<file path="config.mk">
export PLATFORM = sky130hd
export DESIGN_NAME = drive_current_ctrl
export DESIGN_NICKNAME = d
export VERILOG_FILES = /design/src/hw/drive_ctrl_pkg.sv /design/src/hw/amp_tracker.sv /design/src/hw/drive_current_ctrl.sv /design/src/hw/sync3.sv
export SDC_FILE = /design/constraint.sdc
export NUM_CORES = 1
export LEC_CHECK = 0
export BUFFER_PORTS_ARGS = -buffer_cell sky130_fd_sc_hd__buf_2
export CORE_MARGIN = 2
export CORE_UTILIZATION = 45
export DETAILED_ROUTE_END_ITERATION = 7
export HOLD_SLACK_MARGIN = 0.06
export PLACE_DENSITY = 0.68
export SLEW_MARGIN = 20
export SYNTH_ARGS = -nofsm -noshare
export SYNTH_HDL_FRONTEND = slang
export SYNTH_SLANG_ARGS = --single-unit
</file>
<file path="constraint.sdc">
create_clock -name aclk -period 3.9 [get_ports aclk]
set_input_delay 0.39 -clock aclk [delete_from_list [all_inputs] [get_ports aclk]]
set_output_delay 0.39 -clock aclk [all_outputs]
set_load 0.1 [all_outputs]
</file>
<file path="src/hw/drive_ctrl_pkg.sv">
// Purpose: shared constants, types and helpers for the sensor drive current control block
// Assumes: register word index = byte address / 4, 32-bit AXI4-Lite data
// Notes:   register indices, field positions, codes and the cfg, ctrl and drive code reset values live here

package drive_ctrl_pkg;

    // ************************************************************
    // register indices (byte address is four times the index)
    // ************************************************************
    localparam logic [5:0] idx_config = 6'h1a;
    localparam logic [5:0] idx_drive0 = 6'h1e;
    localparam logic [5:0] idx_drive3 = 6'h21;
    localparam logic [5:0] idx_control = 6'h22;
    localparam logic [5:0] idx_status = 6'h23;
    localparam logic [5:0] idx_sample = 6'h24;

    // ************************************************************
    // field positions
    // ************************************************************
    localparam int cfg_boost_pos = 6;
    localparam int cfg_amp_dis_pos = 10;
    localparam int cfg_act_sel_pos = 11;
    localparam int cfg_override_pos = 12;
    localparam int code_pos = 11;
    localparam int init_pos = 6;
    localparam int ctrl_sleep_pos = 0;
    localparam int ctrl_multi_pos = 1;

    // ************************************************************
    // codes and reset values
    // ************************************************************
    localparam logic [4:0] code_full = 5'h1f;
    localparam logic [4:0] code_off = 5'h00;
    localparam logic [4:0] drive_reset = 5'h00;
    localparam logic [4:0] work_code_reset = 5'h10;
    localparam logic [1:0] resp_okay = 2'h0;
    localparam logic [1:0] resp_decerr = 2'h3;

    typedef struct packed {
        logic override;
        logic act_sel;
        logic amp_dis;
        logic boost;
    } cfg_s;
    localparam cfg_s cfg_reset = '{override: 1'b0, act_sel: 1'b0, amp_dis: 1'b0, boost: 1'b0};

    typedef struct packed {
        logic multi;
        logic sleep;
    } ctrl_s;
    // the device comes up asleep and waits for configuration
    localparam ctrl_s ctrl_reset = '{multi: 1'b0, sleep: 1'b1};

    typedef struct packed {
        logic alive;
        logic below;
        logic above;
    } tank_s;

    typedef enum logic [2:0] {
        ph_sleep = 3'b001,
        ph_settle = 3'b010,
        ph_convert = 3'b100
    } phase_e;

    // nominal drive current in microamps, one entry per code
    localparam logic [10:0] ua_table [0:31] = '{
        11'h010, 11'h012, 11'h014, 11'h017, 11'h01c, 11'h020, 11'h028, 11'h02e,
        11'h034, 11'h03b, 11'h048, 11'h052, 11'h05f, 11'h06e, 11'h07f, 11'h092,
        11'h0a9, 11'h0c3, 11'h0d4, 11'h0f4, 11'h129, 11'h156, 11'h1a8, 11'h1e9,
        11'h227, 11'h27b, 11'h2fb, 11'h370, 11'h3f9, 11'h495, 11'h54b, 11'h61b
    };

    function automatic logic [10:0] nominal_ua(input logic [4:0] code);
        return ua_table[code];
    endfunction

endpackage

</file>
<file path="src/hw/amp_tracker.sv">
// Purpose: per-channel working drive code for amplitude correction and calibration
// Assumes: comparator flags are synchronised; step is one cycle per finished conversion
// Notes:   one code step per conversion, so the output never jumps mid-conversion

`timescale 1ns/1ps

module amp_tracker
    import drive_ctrl_pkg::*;
(
    // clock and reset
    input wire logic aclk,
    input wire logic aresetn,
    // control
    input wire logic enable,
    input wire logic step,
    input wire logic [1:0] channel,
    // amplitude comparators (above 1.8 V, below 1.2 V)
    input wire logic above,
    input wire logic below,
    // working codes
    output logic [3:0][4:0] code
);

    logic [4:0] cur;
    assign cur = code[channel];

    always_ff @(posedge aclk) begin
        if (!aresetn) begin
            code <= {4{work_code_reset}};
        end else if (enable && step) begin
            if (above && !below && cur != code_off) begin
                code[channel] <= cur - 5'h01;
            end else if (below && !above && cur != code_full) begin
                code[channel] <= cur + 5'h01;
            end
        end
    end
endmodule

</file>
<file path="src/hw/drive_current_ctrl.sv">
// Purpose: sensor drive current control with AXI4-Lite register access
// Assumes: converter sequencer shares aclk; tank comparators and alive flag are asynchronous
// Notes:   registers sit at byte address four times their word index
//
// Operation
// - correction keeps amplitude between 1.2V and 1.8V
// - boost only on channel 0, single-channel
// - activation select bit 11, b0 full current
// - override bit 12: b1 fixed if bit 10 b1, else corrected; b0 calibrate
// - bit 10 b1 disables amplitude correction
// - drive code 15:11 used when fixed
// - initial drive 10:6 written by device only
// - drive registers at 0x1e to 0x21
// - drive code maps monotonically to current
// - dead oscillation reports all-zero samples
// - sleep stops conversions, keeps configuration

`timescale 1ns/1ps

module drive_current_ctrl
    import drive_ctrl_pkg::*;
#(
    parameter bit four_channel = 1'b1
) (
    // clock and reset
    input wire logic aclk,
    input wire logic aresetn,
    // axi4-lite write address and data
    input wire logic [7:0] awaddr,
    input wire logic awvalid,
    output logic awready,
    input wire logic [31:0] wdata,
    input wire logic [3:0] wstrb,
    input wire logic wvalid,
    output logic wready,
    // axi4-lite write response
    output logic [1:0] bresp,
    output logic bvalid,
    input wire logic bready,
    // axi4-lite read
    input wire logic [7:0] araddr,
    input wire logic arvalid,
    output logic arready,
    output logic [31:0] rdata,
    output logic [1:0] rresp,
    output logic rvalid,
    input wire logic rready,
    // converter sequencer
    input wire logic conv_settling,
    input wire logic conv_done,
    input wire logic [1:0] conv_channel,
    input wire logic [11:0] conv_sample,
    output logic sleep_mode,
    output logic [11:0] sample_data,
    output logic [1:0] sample_channel,
    output logic sample_valid,
    // sensor tank
    input wire logic amp_above_max,
    input wire logic amp_below_min,
    input wire logic osc_alive,
    output logic [4:0] drive_code,
    output logic drive_enable,
    output logic boosted_drive_ch0
);

    // ************************************************************
    // helpers
    // ************************************************************
    function automatic logic ch_present(input logic [1:0] ch);
        return four_channel || !ch[1];
    endfunction

    function automatic logic is_mapped(input logic [5:0] idx);
        logic hit;
        hit = 1'b0;
        case (idx)
            idx_config, idx_control, idx_status, idx_sample: hit = 1'b1;
            default: begin
                if (idx >= idx_drive0 && idx <= idx_drive3) begin
                    hit = ch_present(2'(idx - idx_drive0));
                end
            end
        endcase
        return hit;
    endfunction

    // ************************************************************
    // state
    // ************************************************************
    cfg_s cfg;
    ctrl_s ctrl;
    tank_s tank;
    phase_e phase;
    phase_e next_phase;
    logic [4:0] prog_code [0:3];
    logic [4:0] init_code [0:3];
    logic [3:0][4:0] work_code;
    logic [4:0] work_cur;
    logic [4:0] prog_cur;
    logic [4:0] fixed_code;
    logic [4:0] next_drive;
    logic [15:0] cfg_word;
    logic [10:0] applied_ua;
    logic [19:0] init_flat;
    logic conv_ok;
    logic loop_enable;
    logic aw_held;
    logic w_held;
    logic [5:0] wr_idx;
    logic [31:0] w_data_q;
    logic [3:0] w_strb_q;
    logic wr_go;
    logic [5:0] ar_idx;
    logic [1:0] rd_ch;
    logic [1:0] wr_ch;
    logic [31:0] rd_word;

    assign conv_ok = conv_done && !ctrl.sleep && ch_present(conv_channel);
    assign work_cur = work_code[conv_channel];
    assign prog_cur = prog_code[conv_channel];
    assign applied_ua = nominal_ua(drive_code);
    assign init_flat = {init_code[3], init_code[2], init_code[1], init_code[0]};
    assign cfg_word = {3'h0, cfg.override, cfg.act_sel, cfg.amp_dis, 3'h0, cfg.boost, 6'h00};
    assign wr_go = aw_held && w_held && !bvalid;
    assign ar_idx = araddr[7:2];
    assign rd_ch = 2'(ar_idx - idx_drive0);
    assign wr_ch = 2'(wr_idx - idx_drive0);
    // calibration and amplitude correction share one search loop
    assign loop_enable = !cfg.amp_dis || !cfg.override;

    // ************************************************************
    // input synchronisation and amplitude loop
    // ************************************************************
    sync3 #(
        .width(3)
    ) u_tank_sync (
        .aclk(aclk),
        .aresetn(aresetn),
        .async_in({osc_alive, amp_below_min, amp_above_max}),
        .sync_out(tank)
    );

    amp_tracker u_amp (
        .aclk(aclk),
        .aresetn(aresetn),
        .enable(loop_enable),
        .step(conv_ok),
        .channel(conv_channel),
        .above(tank.above),
        .below(tank.below),
        .code(work_code)
    );

    // ************************************************************
    // axi4-lite write path
    // ************************************************************
    always_ff @(posedge aclk) begin
        if (!aresetn) begin
            awready <= 1'b1;
            wready <= 1'b1;
            aw_held <= 1'b0;
            w_held <= 1'b0;
            wr_idx <= 6'h00;
            w_data_q <= 32'h0000_0000;
            w_strb_q <= 4'h0;
            bvalid <= 1'b0;
            bresp <= resp_okay;
        end else begin
            if (awvalid && awready) begin
                aw_held <= 1'b1;
                awready <= 1'b0;
                wr_idx <= awaddr[7:2];
            end
            if (wvalid && wready) begin
                w_held <= 1'b1;
                wready <= 1'b0;
                w_data_q <= wdata;
                w_strb_q <= wstrb;
            end
            if (wr_go) begin
                aw_held <= 1'b0;
                w_held <= 1'b0;
                bvalid <= 1'b1;
                bresp <= is_mapped(wr_idx) ? resp_okay : resp_decerr;
            end else if (bvalid && bready) begin
                // only one write is in flight; reopen both channels now
                bvalid <= 1'b0;
                awready <= 1'b1;
                wready <= 1'b1;
            end
        end
    end

    // ************************************************************
    // axi4-lite read path
    // ************************************************************
    always_comb begin
        rd_word = 32'h0000_0000;
        case (ar_idx)
            idx_config: rd_word[15:0] = cfg_word;
            idx_control: rd_word[1:0] = ctrl;
            idx_status: rd_word = {14'h0000, boosted_drive_ch0, tank.alive, applied_ua, drive_code};
            idx_sample: rd_word[13:0] = {sample_channel, sample_data};
            default: begin
                if (is_mapped(ar_idx)) begin
                    rd_word[15:0] = {prog_code[rd_ch], init_code[rd_ch], 6'h00};
                end
            end
        endcase
    end

    always_ff @(posedge aclk) begin
        if (!aresetn) begin
            arready <= 1'b1;
            rvalid <= 1'b0;
            rdata <= 32'h0000_0000;
            rresp <= resp_okay;
        end else if (arvalid && arready) begin
            arready <= 1'b0;
            rvalid <= 1'b1;
            rdata <= rd_word;
            rresp <= is_mapped(ar_idx) ? resp_okay : resp_decerr;
        end else if (rvalid && rready) begin
            rvalid <= 1'b0;
            arready <= 1'b1;
        end
    end

    // ************************************************************
    // configuration and control registers
    // ************************************************************
    // sleep does not touch these, so configuration survives it
    always_ff @(posedge aclk) begin
        if (!aresetn) begin
            cfg <= cfg_reset;
        end else if (wr_go && wr_idx == idx_config) begin
            if (w_strb_q[0]) begin
                cfg.boost <= w_data_q[cfg_boost_pos];
            end
            if (w_strb_q[1]) begin
                cfg.amp_dis <= w_data_q[cfg_amp_dis_pos];
                cfg.act_sel <= w_data_q[cfg_act_sel_pos];
                cfg.override <= w_data_q[cfg_override_pos];
            end
        end
    end

    always_ff @(posedge aclk) begin
        if (!aresetn) begin
            ctrl <= ctrl_reset;
        end else if (wr_go && wr_idx == idx_control && w_strb_q[0]) begin
            ctrl.sleep <= w_data_q[ctrl_sleep_pos];
            ctrl.multi <= w_data_q[ctrl_multi_pos];
        end
    end

    // ************************************************************
    // per-channel drive registers
    // ************************************************************
    // the initial drive field has no software write path at all
    always_ff @(posedge aclk) begin
        if (!aresetn) begin
            for (int i = 0; i < 4; i++) begin
                prog_code[i] <= drive_reset;
            end
        end else if (wr_go && is_mapped(wr_idx) && wr_idx >= idx_drive0 && wr_idx <= idx_drive3
                     && w_strb_q[1]) begin
            prog_code[wr_ch] <= w_data_q[code_pos+4:code_pos];
        end
    end

    always_ff @(posedge aclk) begin
        if (!aresetn) begin
            for (int i = 0; i < 4; i++) begin
                init_code[i] <= drive_reset;
            end
        end else if (conv_ok && !cfg.override) begin
            init_code[conv_channel] <= work_cur;
        end
    end

    // ************************************************************
    // drive output
    // ************************************************************
    always_comb begin
        next_phase = ph_convert;
        if (ctrl.sleep) begin
            next_phase = ph_sleep;
        end else if (conv_settling) begin
            next_phase = ph_settle;
        end
        fixed_code = (cfg.amp_dis && cfg.override) ? prog_cur : work_cur;
        case (next_phase)
            ph_sleep: next_drive = code_off;
            ph_settle: next_drive = cfg.act_sel ? fixed_code : code_full;
            ph_convert: next_drive = fixed_code;
            default: next_drive = code_off;
        endcase
    end

    always_ff @(posedge aclk) begin
        if (!aresetn) begin
            phase <= ph_sleep;
            drive_code <= code_off;
            drive_enable <= 1'b0;
            sleep_mode <= 1'b1;
        end else begin
            phase <= next_phase;
            drive_code <= next_drive;
            drive_enable <= next_phase != ph_sleep;
            sleep_mode <= ctrl.sleep;
        end
    end

    // boost is ignored rather than obeyed in multi-channel mode
    always_ff @(posedge aclk) begin
        if (!aresetn) begin
            boosted_drive_ch0 <= 1'b0;
        end else begin
            boosted_drive_ch0 <= cfg.boost && !ctrl.multi && !ctrl.sleep
                                 && conv_channel == 2'h0;
        end
    end

    // ************************************************************
    // sample output
    // ************************************************************
    always_ff @(posedge aclk) begin
        if (!aresetn) begin
            sample_data <= 12'h000;
            sample_channel <= 2'h0;
            sample_valid <= 1'b0;
        end else begin
            sample_valid <= 1'b0;
            if (ctrl.sleep) begin
                sample_data <= 12'h000;
            end else if (conv_ok) begin
                sample_valid <= 1'b1;
                sample_channel <= conv_channel;
                sample_data <= tank.alive ? conv_sample : 12'h000;
            end
        end
    end
endmodule

</file>
<file path="src/hw/sync3.sv">
// Purpose: three-stage synchroniser for asynchronous level inputs
// Assumes: inputs are slow levels from the analog side
// Notes:   output follows only once stages two and three agree

`timescale 1ns/1ps

module sync3 #(
    parameter int width = 3
) (
    // clock and reset
    input wire logic aclk,
    input wire logic aresetn,
    // levels
    input wire logic [width-1:0] async_in,
    output logic [width-1:0] sync_out
);

    logic [width-1:0] stage1;
    logic [width-1:0] stage2;
    logic [width-1:0] stage3;

    always_ff @(posedge aclk) begin
        if (!aresetn) begin
            stage1 <= '0;
            stage2 <= '0;
            stage3 <= '0;
            sync_out <= '0;
        end else begin
            stage1 <= async_in;
            stage2 <= stage1;
            stage3 <= stage2;
            // a lone metastable sample in stage two cannot reach the output
            if (stage2 == stage3) begin
                sync_out <= stage3;
            end
        end
    end

endmodule

</file>
Yosys cells after proc, flatten, opt, wreduce, memory -nomap -nowiden
Memories as Yosys holds them, arrays and structs flattened.
Cells that the tools add are included.

cells by class
  add/sub/neg operators = 4
  order comparisons = 7
  equality and inequality tests = 13
  muxes and demuxes = 59
  bitwise gates (word level) = 3
  reductions and logical operators = 52

operators with widths
  kind                                                               number
  case mux 12 bit (4 select lines)                                   1
  bitwise mux 20 bit                                                 2
  2-to-1 mux 20 bit                                                  2
  == test 6 bit, second input constant                               6
  2-to-1 mux 1 bit                                                   32
  2-to-1 mux 5 bit                                                   6
  logical AND 1 bit                                                  28
  2-to-1 mux 11 bit                                                  2
  2-to-1 mux 16 bit                                                  1
  == test 6 x 5 -> 1 bit, second input constant                      2
  greater-or-equal comparator 6 x 5 -> 1 bit, second input constant  2
  less-or-equal comparator 6 bit, second input constant              2
  2-to-1 mux 12 bit                                                  1
  binary-select mux 5 bit (select 2 bit)                             1
  demux 5 bit (select 2 bit)                                         1
  2-to-1 mux 2 bit                                                   5
  case mux 5 bit (2 select lines)                                    1
  OR reduction 5 bit                                                 2
  case mux 2 bit (4 select lines)                                    1
  AND reduction 2 bit                                                4
  OR reduction 4 bit                                                 2
  zero test 1 bit                                                    7
  greater-or-equal comparator 6 bit, second input constant           1
  2-to-1 mux 3 bit                                                   2
  19 further kinds                                                   24

storage, ports and cells
  register bits after elaboration = 128
  RAM bits = 40
  bits in read-only memories = 352
  output and inout port bits = 64
  memories kept = 3

memories
  name             depth  bits a word  rd ports  clocked after Yosys merged registers in  wr ports  RTL line                  text
  (no name shown)  32     11           1         0                                        0         drive_ctrl_pkg.sv:75      return ua_table[code];
  init_code        4      5            1         0                                        4         drive_current_ctrl.sv:96  logic [4:0] init_code [0:3];
  prog_code        4      5            2         0                                        4         drive_current_ctrl.sv:95  logic [4:0] prog_code [0:3];

Longest topological paths before layout
Gate-level depths: netlist of run 1.

  depth after elaboration = 14
  mapped depth = 13

By module
Synthesis of run 1 repeated with hierarchy kept, for this count alone.

second synthesis, totals
  cells, all modules = 740
  area total of the unflattened synthesis = 7338.3 sq um

by module, submodules not included
  module              instances  cells each  area an instance (sq um)  sequential area each (sq um)
  drive_current_ctrl  1          572         5667.9                    2662.6
  amp_tracker         1          130         1273.7                    400.4
  sync3               1          38          396.6                     240.2

Worst setup path after synthesis of run 1
OpenSTA, ideal clock, no wires.

  path type = in2reg
  from = input port conv_channel[1]
  to = register u_amp.code[14] (netlist name)
  data arrival time = 3326 ps
  setup slack = 444 ps
  cell stages on the path = 12
  buffers on the path = 2
  cell sequence = clkbuf_1 mux2_2 o21ai_1 inv_1 ha_1 and3_1 ha_1 or3b_2 clkbuf_1 a211oi_2 mux2i_1 nand2_1

between the ends
  longest elaborated chain between the ends = 7
  elaborated cells on any way between the ends = 19

ends and longest elaborated chain
  element                                                       RTL line                  text
  from (decl)                                                   drive_current_ctrl.sv:51  input wire logic [1:0] conv_channel,
  branches (longest 7 deep; another with adder 5 x 1 -> 5 bit)  -
  to (signal assigned)                                          amp_tracker.sv:29         code <= {4{work_code_reset}};
  to (signal, indexed assignment)                               amp_tracker.sv:32         code[channel] <= cur - 5'h01;
  to (signal, indexed assignment)                               amp_tracker.sv:34         code[channel] <= cur + 5'h01;
  to (decl)                                                     amp_tracker.sv:21         output logic [3:0][4:0] code

Several ways; the timed one is not identified. The select of a mux whose other input is x is not followed.
A chain may end at the register's enable or synchronous reset.

Final worst setup path of run 1
  from = input port conv_channel[0]
  to = register u_amp.code[17] (netlist name)

Same word-level chain as after synthesis.

==> run summary, run 1 <==
Most frequent cell after synthesis = dfxtp_1
Core Region = 15,100 um^2
Setup bufs post-CTS = 0
Syn Inst Count = 706
Synth Register Bits = 145
Iteration count of the initial detailed-routing pass = 7
Vias per cell = 5.70
Antenna diodes = 0
Nets@finish = 879
Tightest Pin Transition = 0.929 ns
Initial Utilization = 0.458
Setup CP Type = in2reg
Post-route design area = 8160 um^2
CP Launch Type = primary input
First-pass GRT wire length = 27,600 um
Max Cap Viol = 0
Crit path top cell by count = inv_1
GRT overflow = 0
Worst slew margin = 0.375
Clock transition at path regs = 0.06 ns
Routed via count = 5,652
Antenna violations before repair = 0
Largest net degree at the start of global routing = 56
Setup crit end kind = register
WP buf/inv = 4
CTS Hold Bufs = 0
Top delay family on crit path = multiplexers
Layout cell share with drive strength beyond 1 = 0.227
Vias in the first global route = 5,529
Yosys top cell area share = 0.303
RD Place Congestion = 0.895
Synth-to-Final Area Change = 17.8%
Synth warn = 0
IO Pins = 142
Worst skew pair latency = 0.43 ns
Max IR drop VDD = 0.000397 V
Starting DRT DRC Count = 552
Outcome = finished clean
RSZ-0062 raised after global routing = false
CP peak stage delay = 0.64 ns
Minimum clock period = 2.96 ns
Die Height = 128 um
Worst setup margin = 0.936 ns
Die width = 128 um
Sequential cell area fraction in the yosys report = 0.477
PostCTS Resize Cnt = 0
Post-layout util = 0.539
Port bufs = 98
Htree depth = 4
CTS tree = yes
Cell row count = 45
Hold WC Path Type = in2reg
CP arrival = 3.25 ns
Fillers = 1,323
Mapped Area = 6930 um^2
Final TNS setup = 0 ns
Clock Tree Buf Depth = 2
Hold Vio Cnt, Final = 0
DP Area = 7520 um^2
Ys flop type = dfxtp_1
Fin crit share = 0.760
Mean post-synth cell area = 9.82 um^2
Total CTS buffers = 17
Routed wire length = 17,200 um
Worst Path Max Fanout = 19
Post-DP HPWL = 12,300 um
Post-DR wirelength/cell = 17.3 um
CTS Sinks = 145
Synth area leaders = dfxtp_1 30%, edfxtp_1 17%, mux4_2 6.5%
FMAX = 337 MHz
Clock Tree Root = clkbuf_16
Final Setup Violations = 0
Post-synth ARST share = 0
Total GRT Usage = 0.216
Cell variety after synth = 62
Cell Pwr Density = 455 nW/um^2
CP max-delay cell = mux4_1
DRC viols = 0
Post-synth EDFFs = 40
Full die area = 16,400 um^2
Setup Skew = 0.0104 ns
Critical-path cell list = buf_2 -> mux4_1 -> buf_4 -> inv_1 -> ha_1 -> inv_1 -> o41ai_4 -> mux2i_1 -> o221ai_1
Lkg Pwr = 0.00329 uW
Final ANT Viol Nets = 0
Place WS = 0.441 ns
Area leader, netlist = dfxtp_1
Final hold slack = 0.165 ns
Slew Limit Fails = 0
Top cells by count, synth = 105 x dfxtp_1, 95 x nand2_1, 61 x nor2_1
WP data required = 4.18 ns
==> layer usage <==
layer  wire length, um  share of wire  track usage
met1              7750           0.45        0.275
met2              7930           0.46        0.352
met3               863          0.050       0.0438
met4               638          0.037        0.109
met5                 0              0            0
==> stage by stage <==
stage,power (uW),cells
floorplan,1990,719
global placement,2060,959
detailed placement,2070,959
CTS,3750,991
global route,3840,991
finish,3720,991
==> cell usage in the layout, fill, tap and decap left out, types with 4 or more instances in the layout <==
cell type and count:
xor2_1 4, nor2_1 61, a21oi_1 40, nor4b_1 4, o221ai_1 5, a211oi_1 10
o211ai_1 7, nand2b_1 13, nand3_1 21, nand2_1 95, a221oi_1 10, ha_1 11
dfxtp_1 105, buf_4 14, and2_1 23, nor2b_1 6, o21ai_0 27, edfxtp_1 40
clkbuf_16 20, inv_1 15, nand4_1 6, a31oi_1 9, and3_1 15, a22oi_1 14
conb_1 14, buf_2 98, mux2_2 4, nor3_1 9, mux2i_1 21, mux4_2 20
a211oi_2 4
==> worst register-to-register path: stages (launching register included) <==
cell	delay, ns
dfxtp_1	0.31
mux2_2	0.26
o21ai_1	0.19
inv_1	0.18
ha_1	0.26
and3_1	0.15
ha_1	0.17
or3b_2	0.52
a211oi_2	0.21
buf_4	0.20
mux2i_1	0.21
nand2_1	0.07
==> kinds of logic (layout without fill, tap and decap cells) <==
| family | Yosys count | after routing | synth area share |
|---|---|---|---|
| compound gates | 147 | 147 | 0.145 |
| flops | 145 | 145 | 0.477 |
| simple gates | 273 | 273 | 0.191 |
| fa+ha+maj | 11 | 11 | 0.0199 |
| other cells | 1 | 14 | 0.000541 |
| xor+xnor | 5 | 5 | 0.00632 |
| mux | 47 | 47 | 0.109 |
| buf+inv | 77 | 161 | 0.0514 |
==> state kept, by name (all words and copies together) (netlist names), 4 cells and up <==
| signal | count |
|---|---|
| cfg | 4 |
| prog_code | 20 |
| wr_idx | 6 |
| init_code | 20 |
| drive_code | 5 |
| u_amp.code | 20 |
| w_data_q | 9 |
| sample_data | 12 |
| rdata | 18 |
==> final timing paths <==
check                   startpoint               endpoint  slack, ns  cells past startpoint
max                conv_channel[0]         u_amp.code[17]       0.94                      9
min reg2reg  u_tank_sync.stage1[1]  u_tank_sync.stage2[1]       0.43                      1
max reg2reg         u_amp.code[11]          u_amp.code[4]       1.02                     11
min                  amp_below_min  u_tank_sync.stage1[1]       0.17                      2
==> area by class of cell <==
cell class | count | area, um^2 | area share
multi-input combinational | 497 | 3330 | 0.408
sequential | 145 | 3300 | 0.405
timing repair buffer | 112 | 596 | 0.0730
clock buffer | 24 | 547 | 0.0670
tap | 188 | 235 | 0.0288
clock inverter | 8 | 85.1 | 0.0104
inverter | 17 | 63.8 | 0.00782
==> where the power goes <==
group / switching, uW / internal, uW
logic: 316 / 94.7
clock network: 629 / 1050
registers: 32.3 / 1590
Note: power is estimated with default switching activity, not from simulation.
==> inputs of run 2 (changes only) <==
--- a/config.mk
+++ b/config.mk
@@ -10,7 +10,7 @@
 export CORE_UTILIZATION = 45
 export DETAILED_ROUTE_END_ITERATION = 7
 export HOLD_SLACK_MARGIN = 0.06
-export PLACE_DENSITY = 0.68
+export PLACE_DENSITY = 0.7
 export SLEW_MARGIN = 20
 export SYNTH_ARGS = -nofsm -noshare
 export SYNTH_HDL_FRONTEND = slang
==> constraint.sdc (replaced) <==
create_clock -name aclk -period 2.7 [get_ports aclk]
set_input_delay 0.27 -clock aclk [delete_from_list [all_inputs] [get_ports aclk]]
set_output_delay 0.27 -clock aclk [all_outputs]
set_load 0.1 [all_outputs]
==> run 2 against run 1 <==
  * Non-clock buffer count grew 39
  * Sequential cell count unchanged
  * Count of clock-buffer cells in the layout is 2 lower
  * Sequential share of layout area fell by 1.5 points
  * Global-route usage fell by 0.38 points
  * Largest power group is now sequential cells
  * Highest routed layer unchanged
==> run summary, run 2 (same netlist as run 1, synthesis figures left out) <==
Met2 Track Usage GR = 0.332 (was 0.352)
DP Area = 7820 um^2 (was 7520 um^2)
M3 GR Usage = 0.0505 (was 0.0438)
First-pass GRT wire length = 27,200 um (was 27,600 um)
DRC viols = 0 (unchanged)
Slew Limit Fails = 0 (unchanged)
CP max-delay cell = mux4_2 (was mux4_1)
Die width = 128 um (unchanged)
Htree depth = 4 (unchanged)
Biggest regs = init_code (20), prog_code (20), u_amp.code (20) (unchanged)
Minimum clock period = 2.64 ns
Post-DR wirelength/cell = 16.3 um (was 17.3 um)
Total GRT Usage = 0.213 (was 0.216)
Worst slew margin = 0.507 (was 0.375)
Core Region = 15,100 um^2 (unchanged)
Fin crit share = 0.977
CP Launch Type = register (was primary input)
Max Cap Viol = 0 (unchanged)
Cell Pwr Density = 618 nW/um^2 (was 455 nW/um^2)
Crit path top cell by count = ha_4 (was inv_1)
Setup crit end kind = register (unchanged)
Port bufs = 98 (unchanged)
Hold_sp = wdata[0] (was amp_below_min)
Die Height = 128 um (unchanged)
Fillers = 1,308 (was 1,323)
Full die area = 16,400 um^2 (unchanged)
R2r setup slk = 0.06 ns (was 1.02 ns)
Synth-to-Final Area Change = 22.3% (was 17.8%)
CP arrival = 2.92 ns (was 3.25 ns)
RSZ-0062 raised after global routing = true (was false)
Final Setup Violations = 0 (unchanged)
Routed wire length = 16,800 um (was 17,200 um)
Outcome = finished clean (unchanged)
Clock transition at path regs = 0.06 ns (about the same)
Worst Path Max Fanout = 4 (was 19)
Max IR drop VDD = 0.000456 V (was 0.000397 V)
Lkg Pwr = 0.00343 uW (was 0.00329 uW)
Post-layout util = 0.560 (was 0.539)
FMAX = 379 MHz
Setup CP Type = reg2reg (was in2reg)
CP peak stage delay = 0.50 ns (was 0.64 ns)
Cell row count = 45 (unchanged)
Tightest Pin Transition = 0.738 ns (was 0.929 ns)
Antenna violations before repair = 0 (unchanged)
Initial Utilization = 0.458 (unchanged)
Final ANT Viol Nets = 0 (unchanged)
Antenna diodes = 0 (unchanged)
Critical-path cell list = mux4_2 -> ha_4 -> and3_4 -> ha_4 -> or3b_4 -> a211oi_4 -> buf_4 -> mux2i_1 -> nand2_1 (was buf_2 -> mux4_1 -> buf_4 -> inv_1 -> ha_1 -> inv_1 -> o41ai_4 -> mux2i_1 -> o221ai_1)
Nets@finish = 918 (was 879)
Largest net degree at the start of global routing = 56 (unchanged)
IO Pins = 142 (unchanged)
Hold Vio Cnt, Final = 0 (unchanged)
Most Crowded Layer GR = met2 (unchanged)
Clock Tree Buf Depth = 2 (unchanged)
Most common cell after layout, fill and taps aside = dfxtp_1 (unchanged)
Hold Path Depth = 3 (was 2)
Routed via count = 5,636 (was 5,652)
Placed instance count = 988 (was 959)
R2R depth = 9 (was 11)
Worst r2r src = u_amp.code[15] (was u_amp.code[11])
WP buf/inv = 1 (was 4)
Setup Skew = 0.00771 ns (was 0.0104 ns)
Total CTS buffers = 17 (unchanged)
Commonest non-fill, non-tap cells in the layout = 103 x dfxtp_1, 98 x buf_2, 95 x nand2_1 (was 105 x dfxtp_1, 98 x buf_2, 95 x nand2_1)
Top delay family on crit path = multiplexers (unchanged)
Clock Tree Root = clkbuf_16 (unchanged)
WP data required = 2.99 ns (was 4.18 ns)
Worst skew pair latency = 0.42 ns (was 0.43 ns)
Vias per cell = 5.47 (was 5.70)
Met1 global-route usage = 0.289 (was 0.275)
CTS tree = yes (unchanged)
Post-DP HPWL = 12,000 um (was 12,300 um)
Worst hold endpoint = w_data_q[0] (was u_tank_sync.stage1[1])
CTS Sinks = 145 (unchanged)
Hold WC Path Type = in2reg (unchanged)
Layout cell share with drive strength beyond 1 = 0.261 (was 0.227)
Iteration count of the initial detailed-routing pass = 4 (was 7)
Post-route design area = 8480 um^2 (was 8160 um^2)
RD Place Congestion = 0.852 (was 0.895)
Final cell count without fillers = 1,030 (was 991)
Final TNS setup = 0 ns (unchanged)
Starting DRT DRC Count = 422 (was 552)
Vias in the first global route = 5,319 (was 5,529)
End of the worst register-to-register path = u_amp.code[4] (unchanged)
GRT overflow = 0 (unchanged)
run 2: worst min-delay path, cell delays in order:
cell and delay (ns):
buf_2 0.09, nand2_1 0.04, a21oi_1 0.05
run 2: per-layer routing:
| layer | part of all wire | vias up |
|---|---|---|
| li1 | - | 2789 |
| met1 | 0.47 | 2617 |
| met2 | 0.46 | 207 |
| met3 | 0.059 | 23 |
| met4 | 0.019 | 0 |
| met5 | 0 | - |
run 2: worst max path at each step:
stage | start | endpoint | slack (ns) | depth (start not counted)
CTS | u_amp.code[15] | u_amp.code[18] | 0.06 | 8
global route | u_amp.code[15] | u_amp.code[14] | -0.01 | 9
global placement | conv_channel[0] | u_amp.code[16] | -0.11 | 10
floorplan | conv_channel[0] | u_amp.code[19] | -0.11 | 11
finish | u_amp.code[15] | u_amp.code[4] | 0.06 | 9
detailed placement | conv_channel[0] | u_amp.code[18] | -0.13 | 9
run 2: metrics by stage:
step	hold WS, ns	total power (uW)	setup WS (ns)
after floorplan	0.370	2890	-0.111
after global placement	0.415	3000	-0.114
after detailed placement	0.418	3010	-0.126
after CTS	0.0684	5280	0.0627
after global routing	0.0650	5440	-0.0146
final	0.0813	5240	0.0623
run 2: timing repair:
item | CTS | global route
hold endpoints to repair | 4 | 0
resized for setup | 0 | 2
buffers inserted | 0 | 6
setup endpoints to repair | 0 | 7
hold buffers | 4 | 0
run 2: cell type report:
cell class                      instances  area (um^2)  area share
Inverter                               17         63.8     0.00752
Clock buffer                           22          465      0.0549
Tap cell                              188          235      0.0277
Sequential cell                       145         3310       0.390
Clock inverter                         10          108      0.0127
Timing Repair Buffer                  151          902       0.106
Multi-Input combinational cell        497         3400       0.401
run 2: report_power, final:
| part | leakage (uW) | switching, uW | total [uW] | internal, uW |
|---|---|---|---|---|
| logic | 0.00189 | 462 | 617 | 155 |
| registers | 0.00127 | 47.1 | 2350 | 2300 |
| clock network | 0.000278 | 874 | 2280 | 1410 |
